<file path="src/luxr_pkg.sv">
/*
  Package for the lux result and threshold register block: offsets, reset
  values, field positions and timing constants.
  Assumes a 250 MHz core clock and an I2C host on SCL/SDA pins.
*/
package luxr_pkg;
  // Register offsets
  localparam logic [7:0] OFS_IRQ_FLAG = 8'h00; // Interrupt status
  localparam logic [7:0] OFS_IRQ_ALLOW = 8'h01; // Interrupt enable
  localparam logic [7:0] OFS_CONFIG = 8'h02; // Configuration
  localparam logic [7:0] OFS_RES_HIGH = 8'h03; // Result high byte
  localparam logic [7:0] OFS_RES_LOW = 8'h04; // Result low byte
  localparam logic [7:0] OFS_UPPER = 8'h05; // Upper trip level
  localparam logic [7:0] OFS_TIMER = 8'h07; // Threshold timer
  // Reset values
  localparam logic [7:0] RST_CONFIG = 8'h03; // Auto, 100 ms
  localparam logic [7:0] RST_UPPER = 8'hFF; // Upper trip level
  localparam logic [7:0] RST_TIMER = 8'hFF; // Threshold timer
  localparam logic [6:0] RST_SLAVE_ADDR = 7'h4A; // Slave address
  // Configuration field positions
  localparam int CFG_MANUAL_BIT = 6; // Manual ranging
  localparam int CFG_DIVIDE_BIT = 3; // Current divide
  localparam int CFG_TIME_LSB = 0; // Time select low bit
  // Result field positions
  localparam int EXP_LSB = 4; // Exponent low bit
  localparam logic [3:0] EXP_OVERRANGE = 4'hF; // Overrange exponent
  localparam logic [3:0] EXP_MAX_VALID = 4'hE; // Highest valid exponent
  localparam logic [3:0] UPPER_MANT_FILL = 4'hF; // Low mantissa fill
  // Auto ranging only picks 800/400/200/100 ms
  localparam logic [2:0] TIME_SEL_MAX_AUTO = 3'h3; // 100 ms code
  // Timing
  localparam int CLK_MHZ = 250; // Core clock rate
  localparam int TICK_MS = 100; // Persistence tick
  localparam int TICK_CYCLES = TICK_MS * 1000 * CLK_MHZ; // Cycles per tick
  // Integration times in microseconds per time select code
  localparam int INTEG_US [8] = '{800000, 400000, 200000, 100000,
                                  50000, 25000, 12500, 6250};

  // Result pair carried as one struct
  typedef struct packed {
    logic [3:0] exponent; // Exponent
    logic [7:0] mantissa; // Full mantissa
  } luxr_result_t;
endpackage

</file>
<file path="src/luxr_top.sv">
/*
  Lux result path with I2C register slave, freeze of result registers during
  bus transactions, configuration of ranging and upper threshold interrupt.
  Assumes the converter delivers a result with a one-cycle valid strobe, and
  that SCL and SDA pass through the three-flop samplers below.
*/
`timescale 1ns/100ps
// Summary of operation
// - Auto ranging picks only 100 to 800 ms
// - Manual ranging uses programmed time select field
// - Time select codes map 800 ms to 6.25 ms
// - High byte: exponent, four high mantissa bits
// - Low byte: four low mantissa bits only
// - Exponent 1111 flags an overrange reading
// - Twelve bits give two-power times mantissa lux
// - High byte alone is coarse lux reading
// - Freeze results at valid slave address start
// - Resume result updates at next STOP
// - Upper trip byte: exponent and high mantissa
// - Upper trip counts only while enable set
// - Persistent excess sets flag, drives interrupt low
// - Upper mantissa low nibble filled with ones
// - Time and divide fields writable only manually
// - Persistence delay is timer value times 100 ms
// - Flag clears on status read or enable zero
module luxr_top import luxr_pkg::*; #(
  parameter int TICK_LEN = TICK_CYCLES // Cycles per 100 ms tick
) (
  input wire logic core_clk, // Core clock
  input wire logic resetn, // Synchronous reset, active low
  input wire logic sclIn, // SCL pin level
  input wire logic sdaIn, // SDA pin level
  output logic sdaOut, // SDA drive value (always 0)
  output logic sdaOe, // SDA drive enable
  input wire logic convValid, // Converter result strobe
  input wire luxr_result_t convResult, // Converter result
  input wire logic [2:0] autoTimeSel, // Auto ranging time choice
  input wire logic autoDivide, // Auto ranging divide choice
  output logic [2:0] integTimeSel, // Applied time select
  output logic photoCurrentDivide, // Applied current divide
  output logic manualMode, // Manual ranging active
  output logic intN // Interrupt output, active low
);
  typedef enum {ST_IDLE, ST_ADDR, ST_ADDR_ACK, ST_WDATA, ST_WACK, ST_RDATA,
                ST_RACK} luxr_state_t;

  // Pin samplers, three flops each
  logic [2:0] sclSync_r; // SCL sampler
  logic [2:0] sdaSync_r; // SDA sampler
  logic sclLvl_r; // Filtered SCL
  logic sdaLvl_r; // Filtered SDA
  always_ff @(posedge core_clk) begin
    if (!resetn) begin
      sclSync_r <= 3'h7;
      sdaSync_r <= 3'h7;
      sclLvl_r <= 1'b1;
      sdaLvl_r <= 1'b1;
    end else begin
      sclSync_r <= {sclSync_r[1:0], sclIn};
      sdaSync_r <= {sdaSync_r[1:0], sdaIn};
      if (sclSync_r[1] == sclSync_r[2]) sclLvl_r <= sclSync_r[2];
      if (sdaSync_r[1] == sdaSync_r[2]) sdaLvl_r <= sdaSync_r[2];
    end
  end

  // Bus events from filtered levels
  logic sclPrev_r; // Previous SCL
  logic sdaPrev_r; // Previous SDA
  always_ff @(posedge core_clk) begin
    if (!resetn) begin
      sclPrev_r <= 1'b1;
      sdaPrev_r <= 1'b1;
    end else begin
      sclPrev_r <= sclLvl_r;
      sdaPrev_r <= sdaLvl_r;
    end
  end
  wire sclRise = sclLvl_r & ~sclPrev_r; // SCL rising
  wire sclFall = ~sclLvl_r & sclPrev_r; // SCL falling
  wire startSeen = sclLvl_r & sclPrev_r & sdaPrev_r & ~sdaLvl_r; // START or Sr
  wire stopSeen = sclLvl_r & sclPrev_r & ~sdaPrev_r & sdaLvl_r; // STOP

  // Slave state
  luxr_state_t state_r; // Protocol state
  logic [7:0] shift_r; // Shift register
  logic [3:0] bitCnt_r; // Bits taken in byte
  logic [7:0] regPtr_r; // Register pointer
  logic ptrLoaded_r; // Pointer byte taken
  logic readDir_r; // Read transaction
  logic frozen_r; // Result update hold
  logic [7:0] cfg_r; // Configuration register
  logic [7:0] upper_r; // Upper trip level
  logic [7:0] timer_r; // Threshold timer
  logic irqAllow_r; // Interrupt enable
  logic irqFlag_r; // Interrupt status
  luxr_result_t result_r; // Presented result

  // Decode of the byte just finished
  wire addrMatch = (shift_r[7:1] == RST_SLAVE_ADDR); // Our address
  wire byteDone = sclRise & (bitCnt_r == 4'h7); // Eighth bit edge
  wire [7:0] wrByte = {shift_r[6:0], sdaLvl_r}; // Byte incl. last bit
  wire wrStrobe = byteDone & (state_r == ST_WDATA) & ptrLoaded_r; // Data write
  wire ptrStrobe = byteDone & (state_r == ST_WDATA) & ~ptrLoaded_r; // Pointer
  wire rdStart = sclFall & (state_r == ST_ADDR_ACK) & readDir_r; // Load read
  wire rdNext = sclFall & (state_r == ST_RACK) & ~sdaLvl_r; // Host acked

  // Register read mux
  wire [7:0] highByte = {result_r.exponent, result_r.mantissa[7:4]};
  wire [7:0] lowByte = {4'h0, result_r.mantissa[3:0]};
  logic [7:0] rdData; // Read value
  always_comb begin
    if (regPtr_r == OFS_IRQ_FLAG) rdData = {7'h00, irqFlag_r};
    else if (regPtr_r == OFS_IRQ_ALLOW) rdData = {7'h00, irqAllow_r};
    else if (regPtr_r == OFS_CONFIG) rdData = {cfg_r[7:4], photoCurrentDivide, integTimeSel};
    else if (regPtr_r == OFS_RES_HIGH) rdData = highByte;
    else if (regPtr_r == OFS_RES_LOW) rdData = lowByte;
    else if (regPtr_r == OFS_UPPER) rdData = upper_r;
    else if (regPtr_r == OFS_TIMER) rdData = timer_r;
    else rdData = 8'h00;
  end
  wire statusRead = (rdStart | rdNext) & (regPtr_r == OFS_IRQ_FLAG);

  // Protocol state machine
  always_ff @(posedge core_clk) begin
    if (!resetn) begin
      state_r <= ST_IDLE;
      shift_r <= 8'h00;
      bitCnt_r <= 4'h0;
      ptrLoaded_r <= 1'b0;
      readDir_r <= 1'b0;
    end else if (stopSeen) begin
      state_r <= ST_IDLE;
    end else if (startSeen) begin
      state_r <= ST_ADDR;
      bitCnt_r <= 4'h0;
      ptrLoaded_r <= 1'b0;
    end else begin
      case (state_r)
        ST_ADDR, ST_WDATA: begin
          if (sclRise) begin
            shift_r <= wrByte;
            bitCnt_r <= bitCnt_r + 4'h1;
          end
          if (sclFall && bitCnt_r == 4'h8) begin
            bitCnt_r <= 4'h0;
            if (state_r == ST_WDATA) begin
              state_r <= ST_WACK;
              ptrLoaded_r <= 1'b1;
            end else if (addrMatch) begin
              state_r <= ST_ADDR_ACK;
              readDir_r <= shift_r[0];
            end else begin
              state_r <= ST_IDLE;
            end
          end
        end
        ST_ADDR_ACK, ST_WACK: begin
          if (sclFall) state_r <= readDir_r ? ST_RDATA : ST_WDATA;
          if (sclFall && readDir_r) shift_r <= rdData;
        end
        ST_RDATA: begin
          if (sclFall) begin
            shift_r <= {shift_r[6:0], 1'b0};
            bitCnt_r <= bitCnt_r + 4'h1;
            if (bitCnt_r == 4'h7) state_r <= ST_RACK;
          end
        end
        ST_RACK: begin
          if (sclFall) begin
            bitCnt_r <= 4'h0;
            state_r <= sdaLvl_r ? ST_IDLE : ST_RDATA;
            shift_r <= rdData;
          end
        end
        default: state_r <= ST_IDLE;
      endcase
    end
  end

  // Pointer and write registers
  always_ff @(posedge core_clk) begin
    if (!resetn) begin
      regPtr_r <= 8'h00;
      cfg_r <= RST_CONFIG;
      upper_r <= RST_UPPER;
      timer_r <= RST_TIMER;
    end else begin
      if (ptrStrobe) regPtr_r <= wrByte;
      // Post-increment once each read byte is loaded, so the next byte is the next register
      else if (wrStrobe || rdStart || rdNext) regPtr_r <= regPtr_r + 8'h01;
      if (wrStrobe && regPtr_r == OFS_CONFIG) cfg_r <= wrByte;
      if (wrStrobe && regPtr_r == OFS_UPPER) upper_r <= wrByte;
      if (wrStrobe && regPtr_r == OFS_TIMER) timer_r <= wrByte;
    end
  end

  // SDA drive: ack and read data, open drain
  wire ackDrive = (state_r == ST_ADDR_ACK) | (state_r == ST_WACK); // Ack slot
  wire rdDrive = (state_r == ST_RDATA) & ~shift_r[7]; // Zero bit
  always_ff @(posedge core_clk) begin
    if (!resetn) sdaOe <= 1'b0;
    else sdaOe <= ackDrive | rdDrive;
  end
  assign sdaOut = 1'b0;

  // Ranging selection; fields follow auto choice unless manual
  assign manualMode = cfg_r[CFG_MANUAL_BIT];
  wire [2:0] autoClamped = (autoTimeSel > TIME_SEL_MAX_AUTO) ? TIME_SEL_MAX_AUTO
                          : autoTimeSel;
  assign integTimeSel = manualMode ? cfg_r[CFG_TIME_LSB +: 3] : autoClamped;
  assign photoCurrentDivide = manualMode ? cfg_r[CFG_DIVIDE_BIT] : autoDivide;

  // Result update with freeze between address and STOP
  always_ff @(posedge core_clk) begin
    if (!resetn) begin
      frozen_r <= 1'b0;
      result_r <= '0;
    end else begin
      if (sclFall && state_r == ST_ADDR && bitCnt_r == 4'h8 && addrMatch)
        frozen_r <= 1'b1;
      else if (stopSeen) frozen_r <= 1'b0;
      if (convValid && !frozen_r) result_r <= convResult;
    end
  end

  // Linear magnitudes of reading and threshold
  wire [22:0] readLin = 23'(result_r.mantissa) << result_r.exponent;
  wire [7:0] upperMant = {upper_r[3:0], UPPER_MANT_FILL};
  wire [22:0] upperLin = 23'(upperMant) << upper_r[7:EXP_LSB];
  wire over = (result_r.exponent == EXP_OVERRANGE) | (readLin > upperLin);

  // Persistence timer in 100 ms ticks
  logic [31:0] tickCnt_r; // Cycles in tick
  logic [7:0] tickNum_r; // Ticks above level
  wire tickEnd = (tickCnt_r == 32'(TICK_LEN - 1)); // Tick boundary
  wire persisted = over & ((timer_r == 8'h00) | (tickNum_r >= timer_r));
  always_ff @(posedge core_clk) begin
    if (!resetn || !over || !irqAllow_r) begin
      tickCnt_r <= 32'h0;
      tickNum_r <= 8'h00;
    end else begin
      tickCnt_r <= tickEnd ? 32'h0 : tickCnt_r + 32'h1;
      if (tickEnd && tickNum_r != 8'hFF) tickNum_r <= tickNum_r + 8'h01;
    end
  end

  // Interrupt enable and flag; set wins over clear
  wire allowWr = wrStrobe & (regPtr_r == OFS_IRQ_ALLOW); // Enable write
  always_ff @(posedge core_clk) begin
    if (!resetn) begin
      irqAllow_r <= 1'b0;
      irqFlag_r <= 1'b0;
    end else begin
      if (allowWr) irqAllow_r <= wrByte[0];
      if (irqAllow_r && persisted) irqFlag_r <= 1'b1;
      else if (statusRead || (allowWr && !wrByte[0])) irqFlag_r <= 1'b0;
    end
  end
  assign intN = ~irqFlag_r;
endmodule

</file>
<file path="config.mk">
export PLATFORM = sky130hd
export DESIGN_NAME = luxr_top
export DESIGN_NICKNAME = d
export VERILOG_FILES = /design/src/luxr_pkg.sv /design/src/luxr_top.sv
export SDC_FILE = /design/constraint.sdc
export NUM_CORES = 1
export LEC_CHECK = 0
export BUFFER_PORTS_ARGS = -buffer_cell sky130_fd_sc_hd__buf_2
export CELL_PAD_IN_SITES_DETAIL_PLACEMENT = 0
export CELL_PAD_IN_SITES_GLOBAL_PLACEMENT = 1
export CORE_UTILIZATION = 32
export CTS_BUF_LIST = sky130_fd_sc_hd__clkbuf_8
export DETAILED_ROUTE_END_ITERATION = 16
export GPL_TIMING_DRIVEN = 0
export PLACE_DENSITY_LB_ADDON = 0.15
export REMOVE_ABC_BUFFERS = 1
export SLEW_MARGIN = 20
export SYNTH_ARGS = -nofsm -noshare
export SYNTH_HDL_FRONTEND = slang
export SYNTH_SLANG_ARGS = --single-unit
</file>
<file path="constraint.sdc">
create_clock -name core_clk -period 7.4 [get_ports core_clk]
set_input_delay 1.85 -clock core_clk [delete_from_list [all_inputs] [get_ports core_clk]]
set_output_delay 1.85 -clock core_clk [all_outputs]
set_load 0.02 [all_outputs]
</file>
==> metrics.md <==
| Metric | Value |
|---|---|
| Status | `finished, violations left` |
| Failing checks | `design-rule violations` |
| First-pass GRT wire length | `about 34,000 um` |
| Crit Path Max Fanout | `2` |
| Nets | `between 900 and 1,000` |
| Reg2reg setup slack | `around 3.4 ns` |
| Cell Area, Synth | `~0.007 mm2` |
| Hold WS | `approximately 0.41 ns` |
| Total track usage | `18.5%` |
| Full die area | `between 0.02 and 0.025 mm2` |
| Top cells by area, synth | `dfxtp_1, ha_1, nand2_1, a21oi_1, o21ai_0` |
| Period utilization | `roughly 62%` |
| Top-area cell type share of the netlist area | `about a third` |
| Initial antenna violation count | `0` |
| Non-Filler Instances | `about 1,200` |
| Buffers on Ports | `27` |
| Synth area leader | `dfxtp_1` |
| Critical Path AT | `between 2 and 3 ns` |
| RR Startpoint | `highByte[4]$_SDFFE_PN0P_` |
| Vias per inst | `5.46` |
| TNS Setup | `0 ns` |
| FFs w/ async S/R, synth | `0%` |
| CP Data Required Time | `roughly 5.6 ns` |
| F_max | `approximately 220 MHz` |
| CTS tree | `done` |
| Endpoint, Worst Hold | `sclSync_r[1]$_SDFF_PN1_` |
| H-tree Lvls | `4` |
| Unrepaired setup endpoints after global routing | `false` |
| Area growth syn-to-layout | `10.3%` |
| Max-Cap Viols | `0` |
| Hold_sp | `sclSync_r[0]$_SDFF_PN1_` |
| Clock tree buffer depth | `2` |
| CP Class | `primary input to primary output` |
| Actual slew at the worst max-slew pin | `between 0.9 and 1 ns` |
| Final min period | `4.61 ns` |
| Row count | `54` |
| Leak pwr | `2.98 nW` |
| Clk root buf | `clkbuf_8` |
| Most frequent cells in the layout | `nand2_1, dfxtp_1, a21oi_1, o21ai_0, nor2_1` |
| Overflow after GRT | `0` |
| Die span in y | `152 um` |
| Clock Pin Slew Worst Setup and Hold Paths | `approximately 0.09 ns` |
| DR DRC count | `2` |
| Critical Path Max Stage Delay | `around 0.50 ns` |
| Seq cells post-synth | `roughly 120` |
| Initial Utilization | `32.9%` |
| Top FF cell, synth | `dfxtp_1` |
| Worst Hold Class | `flip-flop to flip-flop` |
| Fin. Hold Viols | `0` |
| DRT antenna net count | `0` |
| Reg2Reg Depth | `10` |
| Maximum vdd drop | `between 0.1 and 0.15 mV` |
| Reg-to-Reg End | `tickCnt_r[28]$_SDFF_PP0_` |
| Final Skew | `about 0.016 ns` |
| Worst hold path depth | `1` |
| WL/cell | `~17 um` |
| CORE AREA | `approximately 0.022 mm2` |
| Share of layout cells above drive strength 1 | `9.84%` |
| Endpoint class of the critical path | `primary output` |
| Crit path launch type | `primary input` |
| EDFF count, synth | `0` |
| Sequential area share after synthesis | `31.9%` |
| Slew HR | `between 30% and 40%` |
| Post-Syn Instances | `about 930` |
| CTS Hold Bufs | `0` |
| CTS-repair resized insts | `0` |
| Pwr dens | `around 170 mW/mm2` |
| Hpwl dp | `14,800 um` |
| Total CTS buffers | `17` |
| DR vias | `around 6,600` |
| Initial DRC count | `489` |
| Clock sinks | `between 100 and 150` |
| Final setup violation count | `0` |
| Area occupied by multi-input gates | `around 0.0046 mm2` |
| Post-synthesis average cell area | `around 7.7 um2` |
| Die W | `~150 um` |
| # IOs | `29` |
| Fillers | `roughly 2,300` |
| Worst skew pair latency | `approximately 0.45 ns` |
| Antenna Cells | `0` |
| Routability cong. | `0.818` |
| Crit path max-delay cell type | `o21ai_0` |
| Overall routed net length | `20,900 um` |
| Largest net degree at the start of global routing | `51` |
| Post-CTS setup buffer count | `0` |
| Syn. warnings | `0` |
| Register Area | `between 0.002 and 0.0025 mm2` |
| Commonest non-fill, non-tap cell in the layout | `nand2_1` |
| Pre-Repair DR Iteration Count | `11` |
| Crit-path most repeated cell | `buf_2` |
| Max-slew violation count | `0` |
| Dpl cells | `approximately 1,200` |
| Number of global-route vias before repair | `roughly 6,400` |
| Worst path cell trace | `buf_2 -> nor2_1 -> o21ai_0 -> buf_2` |
| Netlist cell types | `76` |
-- cells by family after synthesis --
group	synth area share, %
DFF	31.9
AOI/OAI and AO/OA	20.6
adders and majority gates	6.76
buffers and inverters	4.63
xor gates and xnor gates	3.64
other	0.0520
and+or+nand+nor	27.6
muxes	4.84
-- sequential cells by signal (all words and copies together), names as in the netlist --
signal and cells:
irqFlag_r 1, readDir_r 1, sdaPrev_r 1, sclLvl_r 1, frozen_r 1, bitCnt_r 4
lowByte 4, ptrLoaded_r 1, sdaSync_r 3, cfg_r 8, sdaLvl_r 1, timer_r 8
sclPrev_r 1, tickCnt_r 32, shift_r 8, upper_r 8, sdaOe 1, tickNum_r 8
sclSync_r 3, irqAllow_r 1, state_r 3, highByte 8, regPtr_r 8
-- how the worst max path moves through the flow --
stage | start | end | slack [ns]
6_report | autoTimeSel[2] | integTimeSel[1] | 2.79
5_1_grt | autoTimeSel[2] | integTimeSel[1] | 2.79
4_1_cts | autoTimeSel[2] | integTimeSel[1] | 2.81
3_5_place_dp | autoTimeSel[2] | integTimeSel[1] | 2.81
3_3_place_gp | highByte[4]$_SDFFE_PN0P_ | tickCnt_r[24]$_SDFF_PP0_ | 1.48
2_1_floorplan | highByte[4]$_SDFFE_PN0P_ | tickCnt_r[11]$_SDFF_PP0_ | 3.07
-- critical path, delay by kind of cell --
family	cells	cell delay, ns
buffers and inverters	2	0.36
and+or+nand+nor	1	0.04
AOI/OAI and AO/OA	1	0.50
-- stage by stage --
step           setup WS [ns]  util [%]  power (mW)  area [um2]
2_1_floorplan           3.07         -       0.688        6990
3_5_place_dp            2.81      34.2       0.714        7500
5_1_grt                 2.79      36.2        1.42        7960
4_1_cts                 2.81      36.2        1.38        7940
6_report                2.79      36.2        1.36        7960
3_3_place_gp            1.48      34.0       0.714        7470
-- cell usage after synthesis (3+ instances only) --
library cell and instances:
nand4b_1 4, or2_2 6, nor4b_1 6, o2111ai_1 3
or3_1 8, o21ai_0 64, o21a_1 5, dfxtp_1 115
ha_1 39, mux2i_1 18, nor2b_1 10, a22oi_1 10
mux2_2 9, o31ai_1 7, nand2_1 126, inv_1 26
xnor2_1 7, nand3_1 51, a31oi_1 10, a32oi_1 3
nor3_1 38, a21o_1 3, mux4_2 3, clkbuf_1 49
a211oi_1 8, nor4_1 5, and3_1 10, or4_1 6
a222oi_1 3, o211ai_1 17, buf_2 6, nor2_1 62
nand4_1 22, nand2b_1 14, xor2_1 23, a21oi_1 71
o22ai_1 6, a211o_1 4, nor3b_1 4, and2_1 5
-- metal layers --
metal  GRT usage, %  vias up  share of wire, %
met2           28.7       99                44
li1               -     3395                 -
met1           26.3     3127                52
met4           5.00        0               1.1
met3           3.36       17               2.6
met5              0        -                 0
-- where the power goes --
part | switching, mW | internal, mW
clock | 0.309 | 0.355
sequential | 0.0112 | 0.623
combinational | 0.0372 | 0.0270
total | 0.358 | 1.01
-- layout make-up --
cell class	instances	share of cell area (%)
clock buffers	18	3.11
clock inverters	14	2.41
inverters	28	1.32
multi-input cells	731	57.9
flip-flops and latches	115	28.9
well taps	280	4.40
repair buffers	29	1.93
Power figures use the tool's default switching activity.
